==> src/rtl/ubt_pkg.sv <==
// ubt_pkg: register map, field positions, reset values and types for the uart tx channel
// assumes a 32-bit apb slave decoding word-aligned byte addresses
package ubt_pkg;
  // register byte addresses
  localparam logic [7:0] ADDR_THR  = 8'h00;
  localparam logic [7:0] ADDR_IER  = 8'h04;
  localparam logic [7:0] ADDR_ISR  = 8'h08;
  localparam logic [7:0] ADDR_FCR  = 8'h08;
  localparam logic [7:0] ADDR_LCR  = 8'h0C;
  localparam logic [7:0] ADDR_MCR  = 8'h10;
  localparam logic [7:0] ADDR_LSR  = 8'h14;
  localparam logic [7:0] ADDR_DLL  = 8'h18;
  localparam logic [7:0] ADDR_DLM  = 8'h1C;
  localparam logic [7:0] ADDR_FEATURE_CONTROL_REGISTER = 8'h20;
  localparam logic [7:0] ADDR_TRG  = 8'h24;
  localparam logic [7:0] ADDR_RXL  = 8'h28;
  // field positions
  localparam int IER_TXE_BIT   = 1;
  localparam int IER_RXD_BIT   = 0;
  localparam int ISR_TXE_BIT   = 1;
  localparam int ISR_RXD_BIT   = 2;
  localparam int FCR_EN_BIT    = 0;
  localparam int MCR_PRE_BIT   = 7;
  localparam int LSR_THRE_BIT  = 5;
  localparam int LSR_TEMT_BIT  = 6;
  localparam int FEATURE_CONTROL_REGISTER_HDX_BIT  = 3;
  localparam int LCR_PEN_BIT   = 3;
  localparam int LCR_EPS_BIT   = 4;
  localparam int LCR_STB_BIT   = 2;
  // reset values
  localparam logic [7:0]  IER_RST  = 8'h00;
  localparam logic [7:0]  FCR_RST  = 8'h00;
  localparam logic [7:0]  LCR_RST  = 8'h03;
  localparam logic [7:0]  FEATURE_CONTROL_REGISTER_RST = 8'h00;
  localparam logic [7:0]  TRG_RST  = 8'h20;
  localparam logic [15:0] DIV_RST  = 16'h0001;
  // structure
  localparam int FIFO_DEPTH = 128;
  localparam int PTR_W      = 7;
  localparam logic [4:0] OVS16 = 5'h10;
  localparam logic [4:0] OVS8  = 5'h08;
  localparam logic [2:0] PRE4  = 3'h4;

  typedef enum logic [3:0] {
    TX_IDLE   = 4'b0001,
    TX_START  = 4'b0010,
    TX_DATA   = 4'b0100,
    TX_STOP   = 4'b1000
  } ubt_txst_t;

  typedef struct packed {
    logic       fifoEn;
    logic       halfDuplex;
    logic       parityEn;
    logic       parityEven;
    logic       twoStop;
    logic [1:0] wordLen;
  } ubt_cfg_t;
endpackage

==> src/rtl/ubt_uart_tx.sv <==
// ubt_uart_tx: one uart channel transmitter with baud divider, prescaler and interrupt pin
// assumes one 20 MHz clock standing in for the oscillator; apb from the same clock
// Function
// fifo off: interrupt low while holding register full, high when empty; with half-duplex on the code goes high only when the transmitter is empty
// fifo on, half-duplex off: low above trigger, high below or empty
// fifo on, half-duplex on: low above trigger, high below or transmitter empty
// fifo on: receiver part low below rx trigger, high above it
// oscillator clocks only baud logic; register access needs none; the code clocks the registers and apb from the same clk
// prescaler divides by 1 or 4; control bit 7 overrides pin once written
// baud divider divides prescaler output by 16-bit divisor 1..65535
// sampling clock is 16x rate when pin high, 8x when low
// host writes divisor high and low bytes separately
// one divider feeds transmitter and receiver of the channel
// transmitter shifts on sampling clock, receiver samples on it
// each bit lasts 16 sampling periods, or 8 in 8x mode
// frame is start, data bits, optional parity, stop bits
// bit 0 of byte goes out first
// holding register is 8-bit write-only data input
// fifo enable bit 0 routes writes into 128-byte fifo
// every holding write advances fifo write pointer; the code drops a holding write while the fifo is full
// non-fifo: holding-empty bit 5 set when byte moves to shifter
// holding-empty raises status bit 1 interrupt only if enable bit 1 set
// transmitter-empty bit 6 set only after stop bits finish
// host writes one character at a time in non-fifo mode
// half-duplex mode active only after feature bit 3 set; off at reset
// interrupt pin combines only enabled sources; divisor zero stops baud
module ubt_uart_tx (
  // clock and reset
  input  wire logic        clk,
  input  wire logic        rstn,
  // apb slave
  input  wire logic        psel,
  input  wire logic        penable,
  input  wire logic        pwrite,
  input  wire logic [7:0]  paddr,
  input  wire logic [31:0] pwdata,
  output logic [31:0]      prdata,
  output logic             pready,
  output logic             pslverr,
  // pins
  input  wire logic        prescalerSelectPin,
  input  wire logic        samplingRateSelectPin,
  input  wire logic        rxAboveTrigger,
  output logic             txSerialOut,
  output logic             channelInterruptPinN,
  output logic             sampleTick
);
  // pin synchronisers
  logic [1:0] preSync_q, rateSync_q, rxTrgSync_q;
  always_ff @(posedge clk) begin
    preSync_q   <= {preSync_q[0], prescalerSelectPin};
    rateSync_q  <= {rateSync_q[0], samplingRateSelectPin};
    rxTrgSync_q <= {rxTrgSync_q[0], rxAboveTrigger};
  end

  // registers
  logic [7:0]  ier_q, lcr_q, feature_control_register_q, trg_q;
  logic        fifoEn_q, mcrPre_q, mcrWritten_q;
  logic [15:0] div_q;
  logic        apbWr, apbRd;
  assign apbWr = psel && penable && pwrite;
  assign apbRd = psel && penable && !pwrite;

  ubt_pkg::ubt_cfg_t cfg;
  assign cfg.fifoEn     = fifoEn_q;
  assign cfg.halfDuplex = feature_control_register_q[ubt_pkg::FEATURE_CONTROL_REGISTER_HDX_BIT];
  assign cfg.parityEn   = lcr_q[ubt_pkg::LCR_PEN_BIT];
  assign cfg.parityEven = lcr_q[ubt_pkg::LCR_EPS_BIT];
  assign cfg.twoStop    = lcr_q[ubt_pkg::LCR_STB_BIT];
  assign cfg.wordLen    = lcr_q[1:0];

  always_ff @(posedge clk) begin
    if (!rstn) begin
      ier_q        <= ubt_pkg::IER_RST;
      lcr_q        <= ubt_pkg::LCR_RST;
      feature_control_register_q       <= ubt_pkg::FEATURE_CONTROL_REGISTER_RST;
      trg_q        <= ubt_pkg::TRG_RST;
      fifoEn_q     <= ubt_pkg::FCR_RST[0];
      mcrPre_q     <= 1'b0;
      mcrWritten_q <= 1'b0;
      div_q        <= ubt_pkg::DIV_RST;
    end else if (apbWr) begin
      unique case (paddr)
        ubt_pkg::ADDR_IER:  ier_q <= pwdata[7:0];
        ubt_pkg::ADDR_FCR:  fifoEn_q <= pwdata[ubt_pkg::FCR_EN_BIT];
        ubt_pkg::ADDR_LCR:  lcr_q <= pwdata[7:0];
        ubt_pkg::ADDR_MCR: begin
          mcrPre_q     <= pwdata[ubt_pkg::MCR_PRE_BIT];
          mcrWritten_q <= 1'b1;
        end
        ubt_pkg::ADDR_DLL:  div_q[7:0]  <= pwdata[7:0];
        ubt_pkg::ADDR_DLM:  div_q[15:8] <= pwdata[7:0];
        ubt_pkg::ADDR_FEATURE_CONTROL_REGISTER: feature_control_register_q <= pwdata[7:0];
        ubt_pkg::ADDR_TRG:  trg_q <= pwdata[7:0];
        default: ;
      endcase
    end
  end

  // prescaler: divide by 1 or 4
  logic       preDiv4;
  logic [2:0] preCnt_q;
  logic       preTick;
  assign preDiv4 = mcrWritten_q ? mcrPre_q : preSync_q[1];
  assign preTick = !preDiv4 || (preCnt_q == ubt_pkg::PRE4 - 3'h1);
  always_ff @(posedge clk) begin
    if (!rstn || preTick) preCnt_q <= 3'h0;
    else                  preCnt_q <= preCnt_q + 3'h1;
  end

  // baud divider, shared sampling tick for tx and rx
  logic [15:0] divCnt_q;
  logic        baudTick;
  assign baudTick = preTick && (div_q != 16'h0000) && (divCnt_q == div_q - 16'h0001);
  always_ff @(posedge clk) begin
    if (!rstn) divCnt_q <= 16'h0000;
    else if (preTick) divCnt_q <= baudTick || (divCnt_q >= div_q) ? 16'h0000 : divCnt_q + 16'h0001;
  end
  always_ff @(posedge clk) begin
    if (!rstn) sampleTick <= 1'b0;
    else       sampleTick <= baudTick;
  end

  // transmit fifo; depth 1 behaviour when disabled
  logic [7:0]         mem [ubt_pkg::FIFO_DEPTH];
  logic [ubt_pkg::PTR_W-1:0] wrPtr_q, rdPtr_q;
  logic [ubt_pkg::PTR_W:0]   level_q;
  logic               push, pop, fifoFull;
  assign fifoFull = cfg.fifoEn ? (level_q == 8'(ubt_pkg::FIFO_DEPTH)) : (level_q != 8'h00);
  assign push = apbWr && (paddr == ubt_pkg::ADDR_THR) && !fifoFull;
  always_ff @(posedge clk) begin
    if (push) mem[wrPtr_q] <= pwdata[7:0];
  end
  always_ff @(posedge clk) begin
    if (!rstn || (apbWr && paddr == ubt_pkg::ADDR_FCR)) begin
      wrPtr_q <= '0;
      rdPtr_q <= '0;
      level_q <= '0;
    end else begin
      if (push) wrPtr_q <= wrPtr_q + 7'h01;
      if (pop)  rdPtr_q <= rdPtr_q + 7'h01;
      level_q <= level_q + {7'h00, push} - {7'h00, pop};
    end
  end

  // transmitter
  ubt_pkg::ubt_txst_t st_q;
  logic [4:0] bitTick_q;
  logic [4:0] ovs;
  logic [7:0] shift_q;
  logic [3:0] bitIdx_q, nData;
  logic       parity_q, stop2_q, bitEnd;
  assign ovs    = rateSync_q[1] ? ubt_pkg::OVS16 : ubt_pkg::OVS8;
  assign bitEnd = baudTick && (bitTick_q == ovs - 5'h01);
  assign nData  = 4'h5 + {2'b00, cfg.wordLen};
  assign pop    = (st_q == ubt_pkg::TX_IDLE) && (level_q != 8'h00) && baudTick;
  always_ff @(posedge clk) begin
    if (!rstn || st_q == ubt_pkg::TX_IDLE) bitTick_q <= 5'h00;
    else if (baudTick) bitTick_q <= bitEnd ? 5'h00 : bitTick_q + 5'h01;
  end
  always_ff @(posedge clk) begin
    if (!rstn) begin
      st_q        <= ubt_pkg::TX_IDLE;
      txSerialOut <= 1'b1;
      shift_q     <= 8'h00;
      bitIdx_q    <= 4'h0;
      parity_q    <= 1'b0;
      stop2_q     <= 1'b0;
    end else begin
      unique case (st_q)
        ubt_pkg::TX_IDLE: if (pop) begin
          shift_q     <= mem[rdPtr_q];
          parity_q    <= !cfg.parityEven;
          txSerialOut <= 1'b0;
          st_q        <= ubt_pkg::TX_START;
        end
        ubt_pkg::TX_START: if (bitEnd) begin
          txSerialOut <= shift_q[0];
          parity_q    <= parity_q ^ shift_q[0];
          shift_q     <= {1'b0, shift_q[7:1]};
          bitIdx_q    <= 4'h1;
          st_q        <= ubt_pkg::TX_DATA;
        end
        ubt_pkg::TX_DATA: if (bitEnd) begin
          if (bitIdx_q < nData) begin
            txSerialOut <= shift_q[0];
            parity_q    <= parity_q ^ shift_q[0];
            shift_q     <= {1'b0, shift_q[7:1]};
            bitIdx_q    <= bitIdx_q + 4'h1;
          end else if (cfg.parityEn && bitIdx_q == nData) begin
            txSerialOut <= parity_q;
            bitIdx_q    <= bitIdx_q + 4'h1;
          end else begin
            txSerialOut <= 1'b1;
            stop2_q     <= cfg.twoStop;
            st_q        <= ubt_pkg::TX_STOP;
          end
        end
        ubt_pkg::TX_STOP: if (bitEnd) begin
          if (stop2_q) stop2_q <= 1'b0;
          else         st_q <= ubt_pkg::TX_IDLE;
        end
      endcase
    end
  end

  // status and interrupt
  logic thrEmpty, txEmpty, aboveTrg, txIntHigh, txIrq, rxIrq;
  assign thrEmpty = (level_q == 8'h00);
  assign txEmpty  = thrEmpty && (st_q == ubt_pkg::TX_IDLE);
  assign aboveTrg = level_q > {1'b0, trg_q[6:0]};
  always_comb begin
    if (!cfg.fifoEn)
      txIntHigh = cfg.halfDuplex ? txEmpty : thrEmpty;
    else if (!cfg.halfDuplex)
      txIntHigh = !aboveTrg;
    else
      txIntHigh = !aboveTrg || txEmpty;
  end
  assign txIrq = txIntHigh && ier_q[ubt_pkg::IER_TXE_BIT];
  assign rxIrq = cfg.fifoEn && rxTrgSync_q[1] && ier_q[ubt_pkg::IER_RXD_BIT];
  always_ff @(posedge clk) begin
    if (!rstn) channelInterruptPinN <= 1'b0;
    else       channelInterruptPinN <= txIrq || rxIrq;
  end

  // apb read and answer; zero wait states
  always_ff @(posedge clk) begin
    if (!rstn) begin
      prdata  <= 32'h0000_0000;
      pready  <= 1'b0;
      pslverr <= 1'b0;
    end else begin
      pready  <= psel && !penable;
      pslverr <= 1'b0;
      if (psel && !penable && !pwrite) begin
        unique case (paddr)
          ubt_pkg::ADDR_IER:  prdata <= {24'h0, ier_q};
          ubt_pkg::ADDR_ISR:  prdata <= {29'h0, rxIrq, txIrq, !(txIrq || rxIrq)};
          ubt_pkg::ADDR_LCR:  prdata <= {24'h0, lcr_q};
          ubt_pkg::ADDR_MCR:  prdata <= {24'h0, mcrPre_q, 7'h00};
          ubt_pkg::ADDR_LSR:  prdata <= {25'h0, txEmpty, thrEmpty, 5'h00};
          ubt_pkg::ADDR_DLL:  prdata <= {24'h0, div_q[7:0]};
          ubt_pkg::ADDR_DLM:  prdata <= {24'h0, div_q[15:8]};
          ubt_pkg::ADDR_FEATURE_CONTROL_REGISTER: prdata <= {24'h0, feature_control_register_q};
          ubt_pkg::ADDR_TRG:  prdata <= {24'h0, trg_q};
          ubt_pkg::ADDR_RXL:  prdata <= {24'h0, level_q};
          default:            prdata <= 32'h0000_0000;
        endcase
        if (paddr > ubt_pkg::ADDR_RXL || paddr[1:0] != 2'b00) pslverr <= 1'b1;
      end
    end
  end
endmodule

==> config.mk <==
export PLATFORM = sky130hd
export DESIGN_NAME = ubt_uart_tx
export DESIGN_NICKNAME = d
export VERILOG_FILES = /design/src/rtl/ubt_pkg.sv /design/src/rtl/ubt_uart_tx.sv
export SDC_FILE = /design/constraint.sdc
export NUM_CORES = 1
export LEC_CHECK = 0
export BUFFER_PORTS_ARGS = -buffer_cell sky130_fd_sc_hd__clkbuf_2
export CAP_MARGIN = 20
export CORE_UTILIZATION = 30
export DETAILED_ROUTE_END_ITERATION = 10
export PLACE_DENSITY = 0.54
export SETUP_SLACK_MARGIN = 0.05
export SYNTH_ARGS = -nofsm -noshare
export SYNTH_HDL_FRONTEND = slang
export SYNTH_SLANG_ARGS = --single-unit
==> constraint.sdc <==
create_clock -name clk -period 3.8 [get_ports clk]
set_input_delay 0.57 -clock clk [delete_from_list [all_inputs] [get_ports clk]]
set_output_delay 0.57 -clock clk [all_outputs]
set_load 0.01 [all_outputs]
Word-level counts from Yosys, hierarchy flattened --
Memory sizes are Yosys's and may differ from the RTL's. A register that Yosys moved wholly into a read port is not among the register bits. Cells that the tools add are included.
Cells by class: $add $sub $neg 11, reduce and logical (&&, ||, !) cells 55, eq/ne operators 28, magnitude comparators 4, bitwise operators 1, multiplexer cells 48
Operators with widths (count):
- $pmux 8 s10 | 1
- $mux 4 | 11
- $eq 8x5->1 const B | 4
- $mux 8 | 4
- $eq 8x6->1 const B | 3
- $pmux 8 s3 | 1
- $mux 1 | 21
- $reduce_and 2->1 | 9
- $logic_and 1x1->1 | 17
- $add 16x1->16 const B | 1
- $eq 16x16->1 | 1
- $eq 8x4->1 const B | 2
- $ge 16x16->1 | 1
- $logic_not 8->1 | 2
- $mux 16 | 1
- $ne 2x2->1 const B | 8
- $pmux 4 s4 | 1
- $reduce_bool 16->1 | 1
- $sub 16x1->16 const B | 1
- $add 7x1->7 const B | 2
- $mux 7 | 2
- $mux 5 | 2
- $reduce_and 5->1 | 2
- $add 8x1->8 | 1
- 30 further kinds | 48
Storage, ports and cells: bits in registers 158, logic and storage cells 177, output and inout bits 37, RAM bits 1024, memories kept 1, bits of input ports 48
Memory list:
- mem | words 128, bits a word 8, read ports 1, clocked after Yosys merged registers in 1, wr ports 1, RTL line ubt_uart_tx.sv:125 | logic [7:0] mem [ubt_pkg::FIFO_DEPTH];

Depth between registers and ports, before layout --
depth after elaboration 9, depth in mapped cells 19, gate-level depth less buffers 19

Least setup slack after synthesis --
No wires, ideal clock.
kind reg2reg, start point register div_q[1], end point register level_q[7] (netlist name), required time 3672 ps, slack -103 ps, clock period less this slack 3903 ps, cell stages (with the launch flop) 20, library setup time 128 ps, path buffers 0, arrival 3776 ps, cell sequence dfxtp_1 -> inv_1 -> ha_1 -> or3b_1 -> nor3_1 -> xnor2_1 -> nor4b_1 -> nand4_1 -> nor3_2 -> ha_1 -> inv_1 -> ha_1 -> a21o_1 -> a21oi_1 -> o21bai_1 -> a21oi_1 -> o21bai_1 -> a21oi_1 -> xnor2_1 -> nor2_1
Between the ends: longest elaborated chain between the ends 5, elaborated cells between the ends (all ways) 7, classes of those cells add/sub (2); eq/ne (1); reduce/logical (4)
Ends and longest elaborated chain:
- from (decl) | RTL line ubt_uart_tx.sv:59 | logic [15:0] div_q;
- from (signal assigned) | RTL line ubt_uart_tx.sv:81 | div_q <= ubt_pkg::DIV_RST;
- from (signal assigned) | RTL line ubt_uart_tx.sv:91 | ubt_pkg::ADDR_DLL: div_q[7:0] <= pwdata[7:0];
- $sub 16x1->16 or $reduce_bool 16->1 (tied branches) | RTL line ubt_uart_tx.sv:114 | assign baudTick = preTick && (div_q != 16'h0000) && (divCnt_q == div_q - 16'h0001);
- $eq 16x16->1 or $logic_and 1x1->1 (tied branches) | RTL line ubt_uart_tx.sv:114
- $logic_and 1x1->1 (*) | RTL line ubt_uart_tx.sv:114
- $logic_and 1x1->1 (*) | RTL line ubt_uart_tx.sv:156 | assign pop = (st_q == ubt_pkg::TX_IDLE) && (level_q != 8'h00) && baudTick;
- $sub 8x1->8 (*) | RTL line ubt_uart_tx.sv:142 | level_q <= level_q + {7'h00, push} - {7'h00, pop};
- to (signal assigned) | RTL line ubt_uart_tx.sv:142
- to (decl) | RTL line ubt_uart_tx.sv:127 | logic [ubt_pkg::PTR_W:0] level_q;
Every way passes the cells marked *; elsewhere a longest branch is shown, timed or not. A chain may end at the register's enable or synchronous reset.

Worst setup path after layout --
start point register div_q[2], end point register level_q[7] (netlist name)
The elaborated chain is that of the path after synthesis.

==> impl_metrics.toml <==
[outcome]
status = "finished, final reports clean"

[grt]
antenna_found_initial = 2
grt_pass1_wl_um = 179000
gr-total-overflow = 0
grt_start_max_net_pins = 97
first_global_vias = 26400
grt_usage_pct = 15.2

[power]
p_per_area_nw_per_um2 = 519
p_sw_share_pct = 24.0
ir_worst_vdd_uv = 407
p_leak_nw = 17.7
p_seq_share_pct = 48.7
p_clk_share_pct = 38.8
internal_power_mw = 22.1
p_comb_share_pct = 12.5
p_switching_mw = 6.96

[floorplanning]
ios = 85
die_area_um2 = 160000
die_h_um = 400
core_um2 = 157000
rows = 145
die_x_um = 400
start_util_pct = 30.3

[timing]
clock_skew_ns = 0.0923
hold_viol = 0
finalCriticalPeriod_ns = 3.69
rsz0062_at_grt = "true"
timing.final.crit_share_pct = 97.1
slew_headroom_pct = 34.1
tightest_slew_ns = 0.975
setup_slack_ns = 0.111
max_freq_ghz = 0.271
drv_slew = 0
setup_viol = 0

[drt]
ant_nets = 0
post_drt_wl_per_cell_um = 22.6
via_count = 26400
first_pass_iters = 6
drt_wl_total_um = 121000
viasPerCell = 4.94
drt-initial-drc-count = 2493
route.detailed.drc = 0

[logic_synthesis]
async_flop_share_pct = 0
mappedNetlistArea_um2 = 47400
yosysWarnings = 0
synthCells = 2879
synthTopCellsByArea = "edfxtp_1 65%, mux4_2 9.8%, dfxtp_1 6.0%"
ys_seq_area_share_pct = 70.8
netlist.area_leader.share_pct = 64.9
yosys.area.top_type = "edfxtp_1"
ys_ff_latch = 1165
synth_edf_count = 1024
ys_types = 70
synth-main-ff-cell = "edfxtp_1"
syn-mean-instance-area_um2 = 16.5

[critical_path]
crit_required_ns = 4.42
arrival_ns = 4.31
critPathCaptureType = "flip-flop"
cp_max_fo = 6
reg2reg_depth = 17
critPathKind = "flip-flop to flip-flop"
startpoint_type = "flip-flop"

[final_layout]
regArea_um2 = 33600
multi_input_comb_area_um2 = 13100
fillers = 14700
fin_cells = 5345
layout-drive-gt1-share_pct = 23.1
area_growth_pct = 18.2
fin_nets = 3290

[place]
place_congestion = 0.819
io_buffers = 36
place_ws_ns = -0.130
dp_hpwl_um = 79200
dp.cells = 5121

[clocking]
path_clk_slew_ns = 0.06
root_buffer = "clkbuf_16"
numCtsBuffers = 118
cts.sinks = 1165
insertion_delay_ns = 0.76
cts_tree = "yes"
clk_path_buf_depth = 3
htree_levels = 3

[min_path]
holdPathStages = 2
hold_class = "primary input to flip-flop"

[run]
drv_cap = 0
## stage by stage
stage	power [mW]	TNS, ns	hold WS, ns	instance area, µm²	util (%)
after floorplan	16.6	0	0.310	47500	-
after global placement	18.0	-0.271	0.317	52100	33.3
after detailed placement	18.0	-0.248	0.316	52100	33.3
after CTS	29.4	0	0.0364	55900	35.7
after global routing	30.1	-0.291	0.0858	56000	35.8
final	29.1	0	0.0964	56000	35.8
## synthesized netlist by cell type, types with 4 or more instances
cell,n
nor3_1,34
a222oi_1,5
nand2_1,168
a22o_1,5
buf_4,24
a211oi_1,6
ha_1,49
mux2i_1,186
nor2b_1,14
xnor2_1,29
or2_2,4
mux4_2,207
a31oi_1,14
clkbuf_1,113
dfxtp_1,141
or4_1,7
a221oi_1,20
nand4b_1,5
a21oi_1,92
nor3b_1,4
and2_1,11
a21o_1,12
edfxtp_1,1024
nand3b_1,6
o2111ai_1,9
nand4_1,21
nand3_1,93
buf_1,20
o211ai_1,12
a311oi_1,4
nor4_1,12
a22oi_1,81
nand2b_1,6
nor4b_1,5
xor2_1,20
and3_1,10
nor2_1,246
o21bai_1,4
or3_1,8
o21ai_0,29
buf_2,21
inv_1,58
o21a_1,4
## per-layer routing
layer	track usage, %	wire length [µm]	up-vias
met5	0	0	-
met4	4.14	2990	0
met3	2.63	6610	171
met2	24.1	56900	752
met1	21.3	54400	13600
li1	-	-	11900
## flip-flops by register name, indices dropped and copies added (netlist names), 2 cells and up, named ones only
name                        count
div_q                          16
rdPtr_q                         7
rateSync_q                      2
prdata                          8
wrPtr_q                         7
ier_q                           8
feature_control_register_q      8
bitTick_q                       5
mem                          1024
trg_q                           8
preSync_q                       2
divCnt_q                       16
bitIdx_q                        4
shift_q                         8
lcr_q                           8
level_q                         8
st_q                            4
rxTrgSync_q                     2
preCnt_q                        3
## cells by family (layout without fill, tap and decap cells)
family / Yosys count / in the layout / share of synthesized area [%]
DFF: 1165 / 1165 / 70.8
and+or+nand+nor: 666 / 666 / 6.46
muxes: 396 / 396 / 13.8
AOI/OAI and AO/OA: 316 / 316 / 4.52
buffers and inverters: 236 / 619 / 2.11
adders and majority gates: 50 / 50 / 1.34
xor gates and xnor gates: 49 / 49 / 0.905
other: 1 / 26 / 0.00791
## what timing repair did
action	in CTS	in global routing
endpoints found under the setup margin	3	11
resized for setup	13	19
pin swaps	8	15
hold endpoints to repair	4	0
setup buffers	1	3
hold buffers	4	0
## cell type report
type | count | share of cell area [%]
well taps | 2058 | 4.60
multi-input cells | 1501 | 23.3
repair buffers | 348 | 5.03
flip-flops and latches | 1165 | 60.0
diodes | 2 | 0.00894
inverters | 58 | 0.389
clock buffers | 150 | 5.49
clock inverters | 63 | 1.19
## final timing paths
path                                              end  slack (ns)                  start
worst max-delay path            level_q[7]$_SDFF_PP0_        0.11  div_q[2]$_SDFFE_PN0P_
worst min register to register  rateSync_q[1]$_DFF_P_        0.33  rateSync_q[0]$_DFF_P_
worst max register to register  level_q[7]$_SDFF_PP0_        0.11  div_q[2]$_SDFFE_PN0P_
worst min-delay path                pready$_SDFF_PN0_         0.1                   psel
## power groups by stage
stage / clock network, mW / logic, mW / registers (mW)
after CTS: 11.6 / 3.65 / 14.1
final: 11.3 / 3.63 / 14.1
after detailed placement: 0 / 3.61 / 14.4
after global routing: 12.1 / 3.92 / 14.2
after floorplan: 0 / 2.29 / 14.3
after global placement: 0 / 3.60 / 14.4
## layout by cell type, fill, tap and decap left out, types with 14 or more instances in the layout
master | netlist | final
xor2_1 | 20 | 20
ha_1 | 49 | 46
a21oi_1 | 92 | 88
mux2i_1 | 186 | 186
clkinv_1 | 0 | 26
nand2_1 | 168 | 166
buf_4 | 24 | 294
nor3_1 | 34 | 32
a221oi_1 | 20 | 20
nand3_1 | 93 | 93
nor2_1 | 246 | 245
inv_1 | 58 | 53
a31oi_1 | 14 | 14
a22oi_1 | 81 | 81
dfxtp_1 | 141 | 133
buf_12 | 0 | 21
o21ai_0 | 29 | 25
edfxtp_1 | 1024 | 1024
mux4_2 | 207 | 207
clkbuf_16 | 0 | 118
clkinv_2 | 0 | 18
conb_1 | 1 | 24
clkbuf_1 | 113 | 32
nand4_1 | 21 | 21
xnor2_1 | 29 | 29
clkbuf_2 | 0 | 28
## critical path: stages, from the launching register on
cell      delay [ns]
dfxtp_2         0.32
or4_4           0.57
or4_1           0.42
a21o_1          0.19
nand2_2         0.07
nand4_1         0.21
nor3_4          0.28
ha_4            0.17
inv_2           0.03
ha_1            0.27
a21o_1          0.17
a21oi_2         0.14
o21bai_1        0.09
a21oi_2         0.18
o21bai_1        0.08
a21oi_1         0.16
xnor2_1         0.13
nor2_1          0.05
No activity file was read; power rests on OpenSTA's default activity.
